File: src/design/icd_pkg.sv
package icd_pkg;

  // ==========================================================================
  // Register map
  localparam logic [7:0] ADDR_CONTROL    = 8'h00;
  localparam logic [7:0] ADDR_FLAG       = 8'h04;
  localparam logic [7:0] ADDR_IRQ_STATUS = 8'h08;
  localparam logic [7:0] ADDR_IRQ_MASK   = 8'h0C;

  localparam logic [7:0] CONTROL_RESET   = 8'h00;
  localparam logic [7:0] FLAG_RESET      = 8'h00;

  // ==========================================================================
  // Field positions
  localparam int CTL_CMD_LSB    = 0;
  localparam int CTL_CMD_MSB    = 3;
  localparam int CTL_REG_BREAK  = 5;
  localparam int CTL_TIMER_EN   = 6;
  localparam int CTL_DEBUG_EN   = 7;
  localparam int FLAG_XFER_DONE = 0;
  localparam int FLAG_PROG_EN   = 1;
  localparam int IRQ_XFER       = 0;
  localparam int IRQ_RESERVED   = 1;
  localparam int IRQ_BITS       = 2;

  // ==========================================================================
  // Command codes
  localparam logic [3:0] CMD_RETURN   = 4'h7;
  localparam logic [3:0] CMD_LAST_DEF = 4'hA;

  // ==========================================================================
  // Link side inputs, all from the TAP clock domain
  typedef struct packed {
    logic       xfer_end;
    logic       prog_en_set;
    logic [1:0] xfer_state;
  } icd_tap_t;

endpackage : icd_pkg

File: src/design/icd_status.sv
`timescale 1ns/10ps

// ============================================================================
// Three-stage synchroniser; a change is accepted when stages two and three agree.
module icd_sync3 (
  input  wire logic clk_i,
  input  wire logic rst_b_i,
  input  wire logic ce_i,
  input  wire logic d_i,
  output logic      q_o
);
  logic s1;
  logic s2;
  logic s3;

  always_ff @(posedge clk_i or negedge rst_b_i) begin
    if (!rst_b_i) begin
      s1  <= 1'b0;
      s2  <= 1'b0;
      s3  <= 1'b0;
      q_o <= 1'b0;
    end else if (ce_i) begin
      s1 <= d_i;
      s2 <= s1;
      s3 <= s2;
      if (s2 == s3) begin
        q_o <= s3;
      end
    end
  end
endmodule : icd_sync3

// ============================================================================
// Debug control and flag registers with APB access and TAP-side event capture.
module icd_status (
  input  wire logic            clk_i,
  input  wire logic            rst_b_i,
  input  wire logic            ce_i,
  input  wire logic            psel_i,
  input  wire logic            penable_i,
  input  wire logic            pwrite_i,
  input  wire logic [7:0]      paddr_i,
  input  wire logic [31:0]     pwdata_i,
  output logic [31:0]          prdata_o,
  output logic                 pready_o,
  output logic                 pslverr_o,
  input  wire logic            tck_i,
  input  wire logic            tap_tlr_i,
  input  wire logic            tap_done_rst_i,
  input  wire icd_pkg::icd_tap_t tap_i,
  input  wire logic            bg_mode_i,
  input  wire logic            debug_mode_i,
  input  wire logic            prog_en_set_i,
  output logic                 break_enable_o,
  output logic                 timer_run_o,
  output logic                 cmd_valid_o,
  output logic [3:0]           cmd_o,
  output logic                 cmd_return_o,
  output logic [1:0]           xfer_state_o,
  output logic                 boot_utility_o,
  output logic                 irq_o
);
  import icd_pkg::*;

  // ==========================================================================
  // Synchronisers for the TAP clock and its data
  logic     tck_s;
  logic     tck_q;
  logic     tlr_s;
  logic     done_rst_s;
  icd_tap_t tap_s;
  logic     tck_rise;

  icd_sync3 u_sync_tck (.clk_i(clk_i), .rst_b_i(rst_b_i), .ce_i(ce_i), .d_i(tck_i), .q_o(tck_s));
  icd_sync3 u_sync_tlr (.clk_i(clk_i), .rst_b_i(rst_b_i), .ce_i(ce_i), .d_i(tap_tlr_i),
                        .q_o(tlr_s));
  icd_sync3 u_sync_done_rst (.clk_i(clk_i), .rst_b_i(rst_b_i), .ce_i(ce_i),
                             .d_i(tap_done_rst_i), .q_o(done_rst_s));

  genvar gi;
  generate
    for (gi = 0; gi < $bits(icd_tap_t); gi++) begin : g_tap_sync
      icd_sync3 u_sync (.clk_i(clk_i), .rst_b_i(rst_b_i), .ce_i(ce_i), .d_i(tap_i[gi]),
                        .q_o(tap_s[gi]));
    end
  endgenerate

  always_ff @(posedge clk_i or negedge rst_b_i) begin
    if (!rst_b_i) begin
      tck_q <= 1'b0;
    end else if (ce_i) begin
      tck_q <= tck_s;
    end
  end

  // Link data is taken on the rising TCK edge, when the host holds it stable.
  assign tck_rise = tck_s & ~tck_q;

  // ==========================================================================
  // APB decode
  logic setup_ph;
  logic wr_en;
  logic hit_ctl;
  logic hit_flag;
  logic hit_sts;
  logic hit_msk;
  logic mapped;

  assign setup_ph = psel_i & ~penable_i;
  assign wr_en    = psel_i & penable_i & pwrite_i & ce_i;
  assign hit_ctl  = (paddr_i == ADDR_CONTROL);
  assign hit_flag = (paddr_i == ADDR_FLAG);
  assign hit_sts  = (paddr_i == ADDR_IRQ_STATUS);
  assign hit_msk  = (paddr_i == ADDR_IRQ_MASK);
  assign mapped   = hit_ctl | hit_flag | hit_sts | hit_msk;
  assign pready_o = psel_i & penable_i;

  // ==========================================================================
  // Debug control register
  logic       debug_en;
  logic [3:0] cmd;
  logic       cmd_wr;
  logic       cmd_rsvd;

  assign cmd_wr   = wr_en & hit_ctl;
  assign cmd_rsvd = (pwdata_i[CTL_CMD_MSB:CTL_CMD_LSB] > CMD_LAST_DEF);

  always_ff @(posedge clk_i or negedge rst_b_i) begin
    if (!rst_b_i) begin
      debug_en <= CONTROL_RESET[CTL_DEBUG_EN];
    end else if (cmd_wr && bg_mode_i) begin
      debug_en <= pwdata_i[CTL_DEBUG_EN];
    end
  end

  always_ff @(posedge clk_i or negedge rst_b_i) begin
    if (!rst_b_i) begin
      cmd          <= CONTROL_RESET[CTL_CMD_MSB:CTL_CMD_LSB];
      cmd_o        <= 4'h0;
      cmd_valid_o  <= 1'b0;
      cmd_return_o <= 1'b0;
    end else if (ce_i) begin
      cmd_valid_o  <= cmd_wr & ~cmd_rsvd;
      cmd_return_o <= cmd_wr & (pwdata_i[CTL_CMD_MSB:CTL_CMD_LSB] == CMD_RETURN);
      if (cmd_wr) begin
        cmd   <= pwdata_i[CTL_CMD_MSB:CTL_CMD_LSB];
        cmd_o <= pwdata_i[CTL_CMD_MSB:CTL_CMD_LSB];
      end
    end
  end

  // Background commands stay accepted regardless of the enable; only breaks are gated.
  always_ff @(posedge clk_i or negedge rst_b_i) begin
    if (!rst_b_i) begin
      break_enable_o <= 1'b0;
      timer_run_o    <= 1'b0;
    end else if (ce_i) begin
      break_enable_o <= debug_en;
      timer_run_o    <= ~debug_mode_i;
    end
  end

  // ==========================================================================
  // Debug flag register
  logic       xfer_done;
  logic       prog_en_loc;
  logic       prog_en_jtag;
  logic [1:0] xfer_state;
  logic       flag_wr;
  logic       xfer_set;
  logic       prog_en_rd;

  assign flag_wr    = wr_en & hit_flag;
  assign xfer_set   = tck_rise & tap_s.xfer_end;
  assign prog_en_rd = prog_en_loc | prog_en_jtag;

  // Test-Logic-Reset is a level here, so it clears the flags as a synchronous reset.
  always_ff @(posedge clk_i or negedge rst_b_i) begin
    if (!rst_b_i) begin
      xfer_done <= FLAG_RESET[FLAG_XFER_DONE];
    end else if (ce_i) begin
      if (tlr_s) begin
        xfer_done <= FLAG_RESET[FLAG_XFER_DONE];
      end else if (xfer_set) begin
        xfer_done <= 1'b1;
      end else if (flag_wr) begin
        xfer_done <= pwdata_i[FLAG_XFER_DONE];
      end
    end
  end

  always_ff @(posedge clk_i or negedge rst_b_i) begin
    if (!rst_b_i) begin
      xfer_state <= 2'h0;
    end else if (ce_i) begin
      if (tlr_s || flag_wr) begin
        xfer_state <= 2'h0;
      end else if (tck_rise) begin
        xfer_state <= tap_s.xfer_state;
      end
    end
  end

  always_ff @(posedge clk_i or negedge rst_b_i) begin
    if (!rst_b_i) begin
      prog_en_loc <= FLAG_RESET[FLAG_PROG_EN];
    end else if (ce_i) begin
      if (tlr_s) begin
        prog_en_loc <= FLAG_RESET[FLAG_PROG_EN];
      end else if (prog_en_set_i) begin
        prog_en_loc <= 1'b1;
      end
    end
  end

  always_ff @(posedge clk_i or negedge rst_b_i) begin
    if (!rst_b_i) begin
      prog_en_jtag <= 1'b0;
    end else if (ce_i) begin
      if (tlr_s || done_rst_s) begin
        prog_en_jtag <= 1'b0;
      end else if (tck_rise && tap_s.prog_en_set) begin
        prog_en_jtag <= 1'b1;
      end
    end
  end

  always_ff @(posedge clk_i or negedge rst_b_i) begin
    if (!rst_b_i) begin
      xfer_state_o   <= 2'h0;
      boot_utility_o <= 1'b0;
    end else if (ce_i) begin
      xfer_state_o   <= xfer_state;
      boot_utility_o <= prog_en_rd;
    end
  end

  // ==========================================================================
  // Interrupt status and mask
  logic [IRQ_BITS-1:0] irq_sts;
  logic [IRQ_BITS-1:0] irq_msk;
  logic [IRQ_BITS-1:0] irq_evt;

  assign irq_evt = {cmd_wr & cmd_rsvd, xfer_set};
  assign irq_o   = |(irq_sts & irq_msk);

  // A new event outranks a one-to-clear written in the same cycle.
  always_ff @(posedge clk_i or negedge rst_b_i) begin
    if (!rst_b_i) begin
      irq_sts <= '0;
      irq_msk <= '0;
    end else if (ce_i) begin
      irq_sts <= (irq_sts & ~((wr_en && hit_sts) ? pwdata_i[IRQ_BITS-1:0] : '0)) | irq_evt;
      if (wr_en && hit_msk) begin
        irq_msk <= pwdata_i[IRQ_BITS-1:0];
      end
    end
  end

  // ==========================================================================
  // Read data, latched in the setup phase so the access phase answers at once
  logic [31:0] next_rdata;

  always_comb begin
    next_rdata = 32'h0;
    if (hit_ctl) begin
      next_rdata[CTL_DEBUG_EN]            = debug_en;
      next_rdata[CTL_REG_BREAK]           = 1'b0;
      next_rdata[CTL_TIMER_EN]            = 1'b0;
      next_rdata[CTL_CMD_MSB:CTL_CMD_LSB] = cmd;
    end else if (hit_flag) begin
      next_rdata[FLAG_XFER_DONE] = xfer_done;
      next_rdata[FLAG_PROG_EN]   = prog_en_rd;
    end else if (hit_sts) begin
      next_rdata[IRQ_BITS-1:0] = irq_sts;
    end else if (hit_msk) begin
      next_rdata[IRQ_BITS-1:0] = irq_msk;
    end
  end

  always_ff @(posedge clk_i or negedge rst_b_i) begin
    if (!rst_b_i) begin
      prdata_o  <= 32'h0;
      pslverr_o <= 1'b0;
    end else if (ce_i && setup_ph) begin
      prdata_o  <= pwrite_i ? 32'h0 : next_rdata;
      pslverr_o <= ~mapped;
    end
  end

  // ==========================================================================
  // Assertions
  a_reg_break_zero: assert property (@(posedge clk_i) disable iff (!rst_b_i)
    (ce_i && setup_ph && !pwrite_i && hit_ctl) |=> !prdata_o[CTL_REG_BREAK])
    else $error("register break enable read as one");

  a_timer_en_zero: assert property (@(posedge clk_i) disable iff (!rst_b_i)
    (ce_i && setup_ph && !pwrite_i && hit_ctl) |=> !prdata_o[CTL_TIMER_EN])
    else $error("timer enabled bit read as one");

  a_timer_stops: assert property (@(posedge clk_i) disable iff (!rst_b_i)
    (ce_i && debug_mode_i) |=> !timer_run_o)
    else $error("timer runs in debug mode");

  a_break_follows: assert property (@(posedge clk_i) disable iff (!rst_b_i)
    (ce_i && cmd_wr && bg_mode_i) |=> ##1 (break_enable_o == $past(pwdata_i[CTL_DEBUG_EN], 2)))
    else $error("break enable does not follow a background write");

  a_dbg_en_locked: assert property (@(posedge clk_i) disable iff (!rst_b_i)
    (!bg_mode_i) |=> $stable(debug_en))
    else $error("debug enable changed outside background mode");

  a_tlr_clears: assert property (@(posedge clk_i) disable iff (!rst_b_i)
    (ce_i && tlr_s) |=> (!xfer_done && !prog_en_loc && !prog_en_jtag && xfer_state == 2'h0))
    else $error("test logic reset left a flag set");

  a_xfer_sets: assert property (@(posedge clk_i) disable iff (!rst_b_i)
    (ce_i && xfer_set && !tlr_s) |=> xfer_done)
    else $error("transfer end did not set the flag");

  a_state_clear: assert property (@(posedge clk_i) disable iff (!rst_b_i)
    (ce_i && flag_wr) |=> (xfer_state == 2'h0) ##1 (xfer_state_o == 2'h0))
    else $error("flag write did not clear transfer state");

  a_prog_en_or: assert property (@(posedge clk_i) disable iff (!rst_b_i)
    (ce_i && setup_ph && !pwrite_i && hit_flag)
      |=> (prdata_o[FLAG_PROG_EN] == $past(prog_en_loc | prog_en_jtag)))
    else $error("program enable read is not the OR of both flags");

  a_boot_select: assert property (@(posedge clk_i) disable iff (!rst_b_i)
    ce_i |=> (boot_utility_o == $past(prog_en_rd)))
    else $error("boot select does not follow program enable");

  a_prog_en_hold: assert property (@(posedge clk_i) disable iff (!rst_b_i)
    (prog_en_loc && !tlr_s) |=> prog_en_loc)
    else $error("program enable cleared without a reset");

  a_done_clears: assert property (@(posedge clk_i) disable iff (!rst_b_i)
    (ce_i && done_rst_s) |=> !prog_en_jtag)
    else $error("reset on done left the jtag program enable set");

  a_rsvd_noop: assert property (@(posedge clk_i) disable iff (!rst_b_i)
    (ce_i && cmd_wr && cmd_rsvd) |=> (!cmd_valid_o && !cmd_return_o))
    else $error("reserved command produced an operation");

endmodule : icd_status

File: config.mk
export PLATFORM = sky130hd
export DESIGN_NAME = icd_status
export DESIGN_NICKNAME = d
export VERILOG_FILES = /design/src/design/icd_pkg.sv /design/src/design/icd_status.sv
export SDC_FILE = /design/constraint.sdc
export NUM_CORES = 1
export LEC_CHECK = 0
export CAP_MARGIN = 10
export CORE_MARGIN = 10
export CORE_UTILIZATION = 50
export DETAILED_ROUTE_END_ITERATION = 8
export DONT_BUFFER_PORTS = 1
export GPL_TIMING_DRIVEN = 0
export PLACE_DENSITY_LB_ADDON = 0.3
export RECOVER_POWER = 100
export SLEW_MARGIN = 15
export SYNTH_ARGS = -nofsm -noshare
export SYNTH_HDL_FRONTEND = slang
export SYNTH_SLANG_ARGS = --single-unit
File: constraint.sdc
create_clock -name clk_i -period 2 [get_ports clk_i]
set_clock_uncertainty 0.2 [all_clocks]
set_input_delay 0.4 -clock clk_i [delete_from_list [all_inputs] [get_ports clk_i]]
set_output_delay 0.4 -clock clk_i [all_outputs]
set_load 0.01 [all_outputs]
==> out/metrics.cfg <==
[critical_path]
crit_slowest_cell=clkbuf_1
r2r_cells=3
cp.required_ns=2.00
path_cells=clkbuf_1 > clkbuf_1 > mux2_2
endpoint_kind=flop
cp_max_fo=10
path_buf_inv=2
rrSetupSlack_ns=0.34
cpMostUsedCell=clkbuf_1
startpoint_type=input pin
cpLargestDelayFamily=buffers and inverters
arrival_ns=1.73
cp_slowest_stage_delay_ns=0.55
regToRegEndpoint=prdata_o[1]
criticalPathCategory=input pin to flop
r2r-start=prog_en_jtag

[synth]
synth_area_leaders=dfrtp_1 (54%), mux2_2 (11%), buf_4 (8.0%), o21ai_0 (4.6%), nand2_1 (2.3%)
synth_most_common_cell=dfrtp_1
async_flop_share_pct=100
synth_edf_count=0
syn_area_um2=2610
yosysWarnings=0
netlist.area_leader.share_pct=53.6
synth_area_per_cell_um2=11.5
ys_types=39
synth.yosys.seq_area_share_pct=53.6
yosysTopAreaCell=dfrtp_1
syn_inst=228
yosys_register_bits=56
synth_ff_type=dfrtp_1
synthTopCellsByCount=dfrtp_1 (56), buf_4 (28), mux2_2 (26)

[grt]
antenna_found_initial=0
grt_pass1_vias=1732
grt_usage_pct=12.8
grt_pass1_wl_um=8870
grt_max_degree=57
grt_overflow_total=0

[final_layout]
antenna_cells=0
area_growth_pct=11.2
fin_nets=321
finalNonFillerCells=336
drive_above_1_share_pct=25.6

[clock_network]
clock_sinks=56
cts_setup_buffers=0
htreeDepth=2
clk_pin_slew_ns=0.10
cts_tree=yes
cts_resized=0
clk_latency_ns=0.30
numCtsBuffers=5
holdBufCountCts=4
cts_buffer_depth=2
cts.root.buffer_cell=clkbuf_8

[drt]
vias=1661
routedWlPerCell_um=16.0
drcViolationCount=0
firstDrtPassIters=7
antenna_left=0
drt-total-wl_um=5380
drt_iter0_drc=80
vias_per_cell=4.94

[sta]
slew_headroom_pct=50.0
setup_ws_ns=0.272
fin_crit_ns=1.73
fin_hold_ws_ns=0.0334
fmaxAchievable_ghz=0.579
worstMarginPinSlew_ns=0.750
tns_ns=0
post-route-period-util_pct=86.4
rsz0062_at_grt=false
hold_viol=0
drv_slew=0
setup_viol=0

[floorplanning]
die_area_um2=8520
rows=26
dieWidth_um=92.3
die_h_um=92.3
start_util_pct=51.5
core_um2=5070
ios=102

[worst_hold_path]
hold_path.class=input pin to flop
whs_path_depth=1
hold_start=pwdata_i[2]
hold_end=cmd[2]

[job]
cap_viol_max_count=0

[pwr]
leakage_nw=1.37
finalPower_mw=2.67
power_density_nw_per_um2=920
ir_drop_v=0.000739

[place]
gp_congestion=0.787
dpl.hpwl_um=4010
place_inst=324
io_buffers=0
pre_cts_ws_ns=0.0757

[run_status]
status=finished clean

## worst register-to-register path, cell delays in order (launching register included)
cell,delay [ns]
dfrtp_1,0.39
or2_2,0.33
mux4_2,0.47
a22o_1,0.18
## cells in the final DEF, fill, tap and decap left out, types with 2 or more instances in the layout
cell,netlist,routed
a21oi_1,10,10
dfrtp_1,56,56
nand2b_1,2,2
conb_1,1,27
o2bb2ai_1,2,2
clkbuf_1,2,6
o21ai_0,24,25
a2bb2oi_1,2,2
nor3_1,1,2
o31ai_1,2,2
inv_1,13,13
mux4_2,2,2
nor2_1,9,10
a22oi_1,2,2
a22o_1,5,5
buf_4,28,28
mux2_2,26,26
nand3b_1,1,2
clkbuf_8,0,5
dlygate4sd3_1,0,3
nand2_1,16,16
## layout make-up
class	instances	area, um^2
tap	70	87.6
clock inverter	3	42.5
timing repair buffer	4	37.5
inverter	13	48.8
fill	456	2170
buffer	35	238
multi-input combinational	150	980
sequential	56	1400
clock buffer	5	68.8
## worst max path at each step
stage,startpoint,endpoint,cells past startpoint
2_1_floorplan,paddr_i[5],xfer_done,4
5_1_grt,ce_i,g_tap_sync[1].u_sync.s2,3
3_3_place_gp,paddr_i[5],xfer_done,4
4_1_cts,prog_en_jtag,prdata_o[1],3
3_5_place_dp,paddr_i[5],xfer_done,4
6_report,ce_i,g_tap_sync[1].u_sync.s2,3
## per-layer routing
layer | part of all wire (%) | wire (um) | GRT usage [%] | vias up
li1 | - | - | - | 806
met1 | 41 | 2210 | 14.3 | 793
met2 | 47 | 2550 | 20.9 | 55
met3 | 10 | 540 | 6.36 | 7
met4 | 1.4 | 74 | 3.73 | 0
met5 | 0 | 0 | 0 | -
## metrics by stage
stage | cell area [um^2] | util, %
5_1_grt | 2900 | 57.2
2_1_floorplan | 2710 | -
6_report | 2900 | 57.2
3_5_place_dp | 2800 | 55.1
3_3_place_gp | 2800 | 55.1
4_1_cts | 2970 | 58.5
## power by group
part,internal [mW],switching [mW]
Clock,0.371,0.365
Sequential,1.32,0.169
Combinational,0.228,0.215
## sequential cells by signal, indices dropped and copies added (netlist names), 2 cells and up
| signal | count |
|---|---|
| prdata_o | 5 |
| cmd | 4 |
| g_tap_sync.u_sync.q_o | 4 |
| g_tap_sync.u_sync.s1 | 4 |
| g_tap_sync.u_sync.s2 | 4 |
| g_tap_sync.u_sync.s3 | 4 |
| irq_msk | 2 |
| irq_sts | 2 |
| xfer_state | 2 |
| xfer_state_o | 2 |
## cells by family after synthesis
family / after synthesis / synth area share (%)
flip-flops: 56 / 53.6
buffers and inverters: 48 / 11.1
other: 1 / 0.144
multiplexers: 28 / 12.9
AND/OR/NAND/NOR: 42 / 9.53
AO/OA/AOI/OAI: 53 / 12.6
Note: power is estimated with default switching activity, not from simulation.
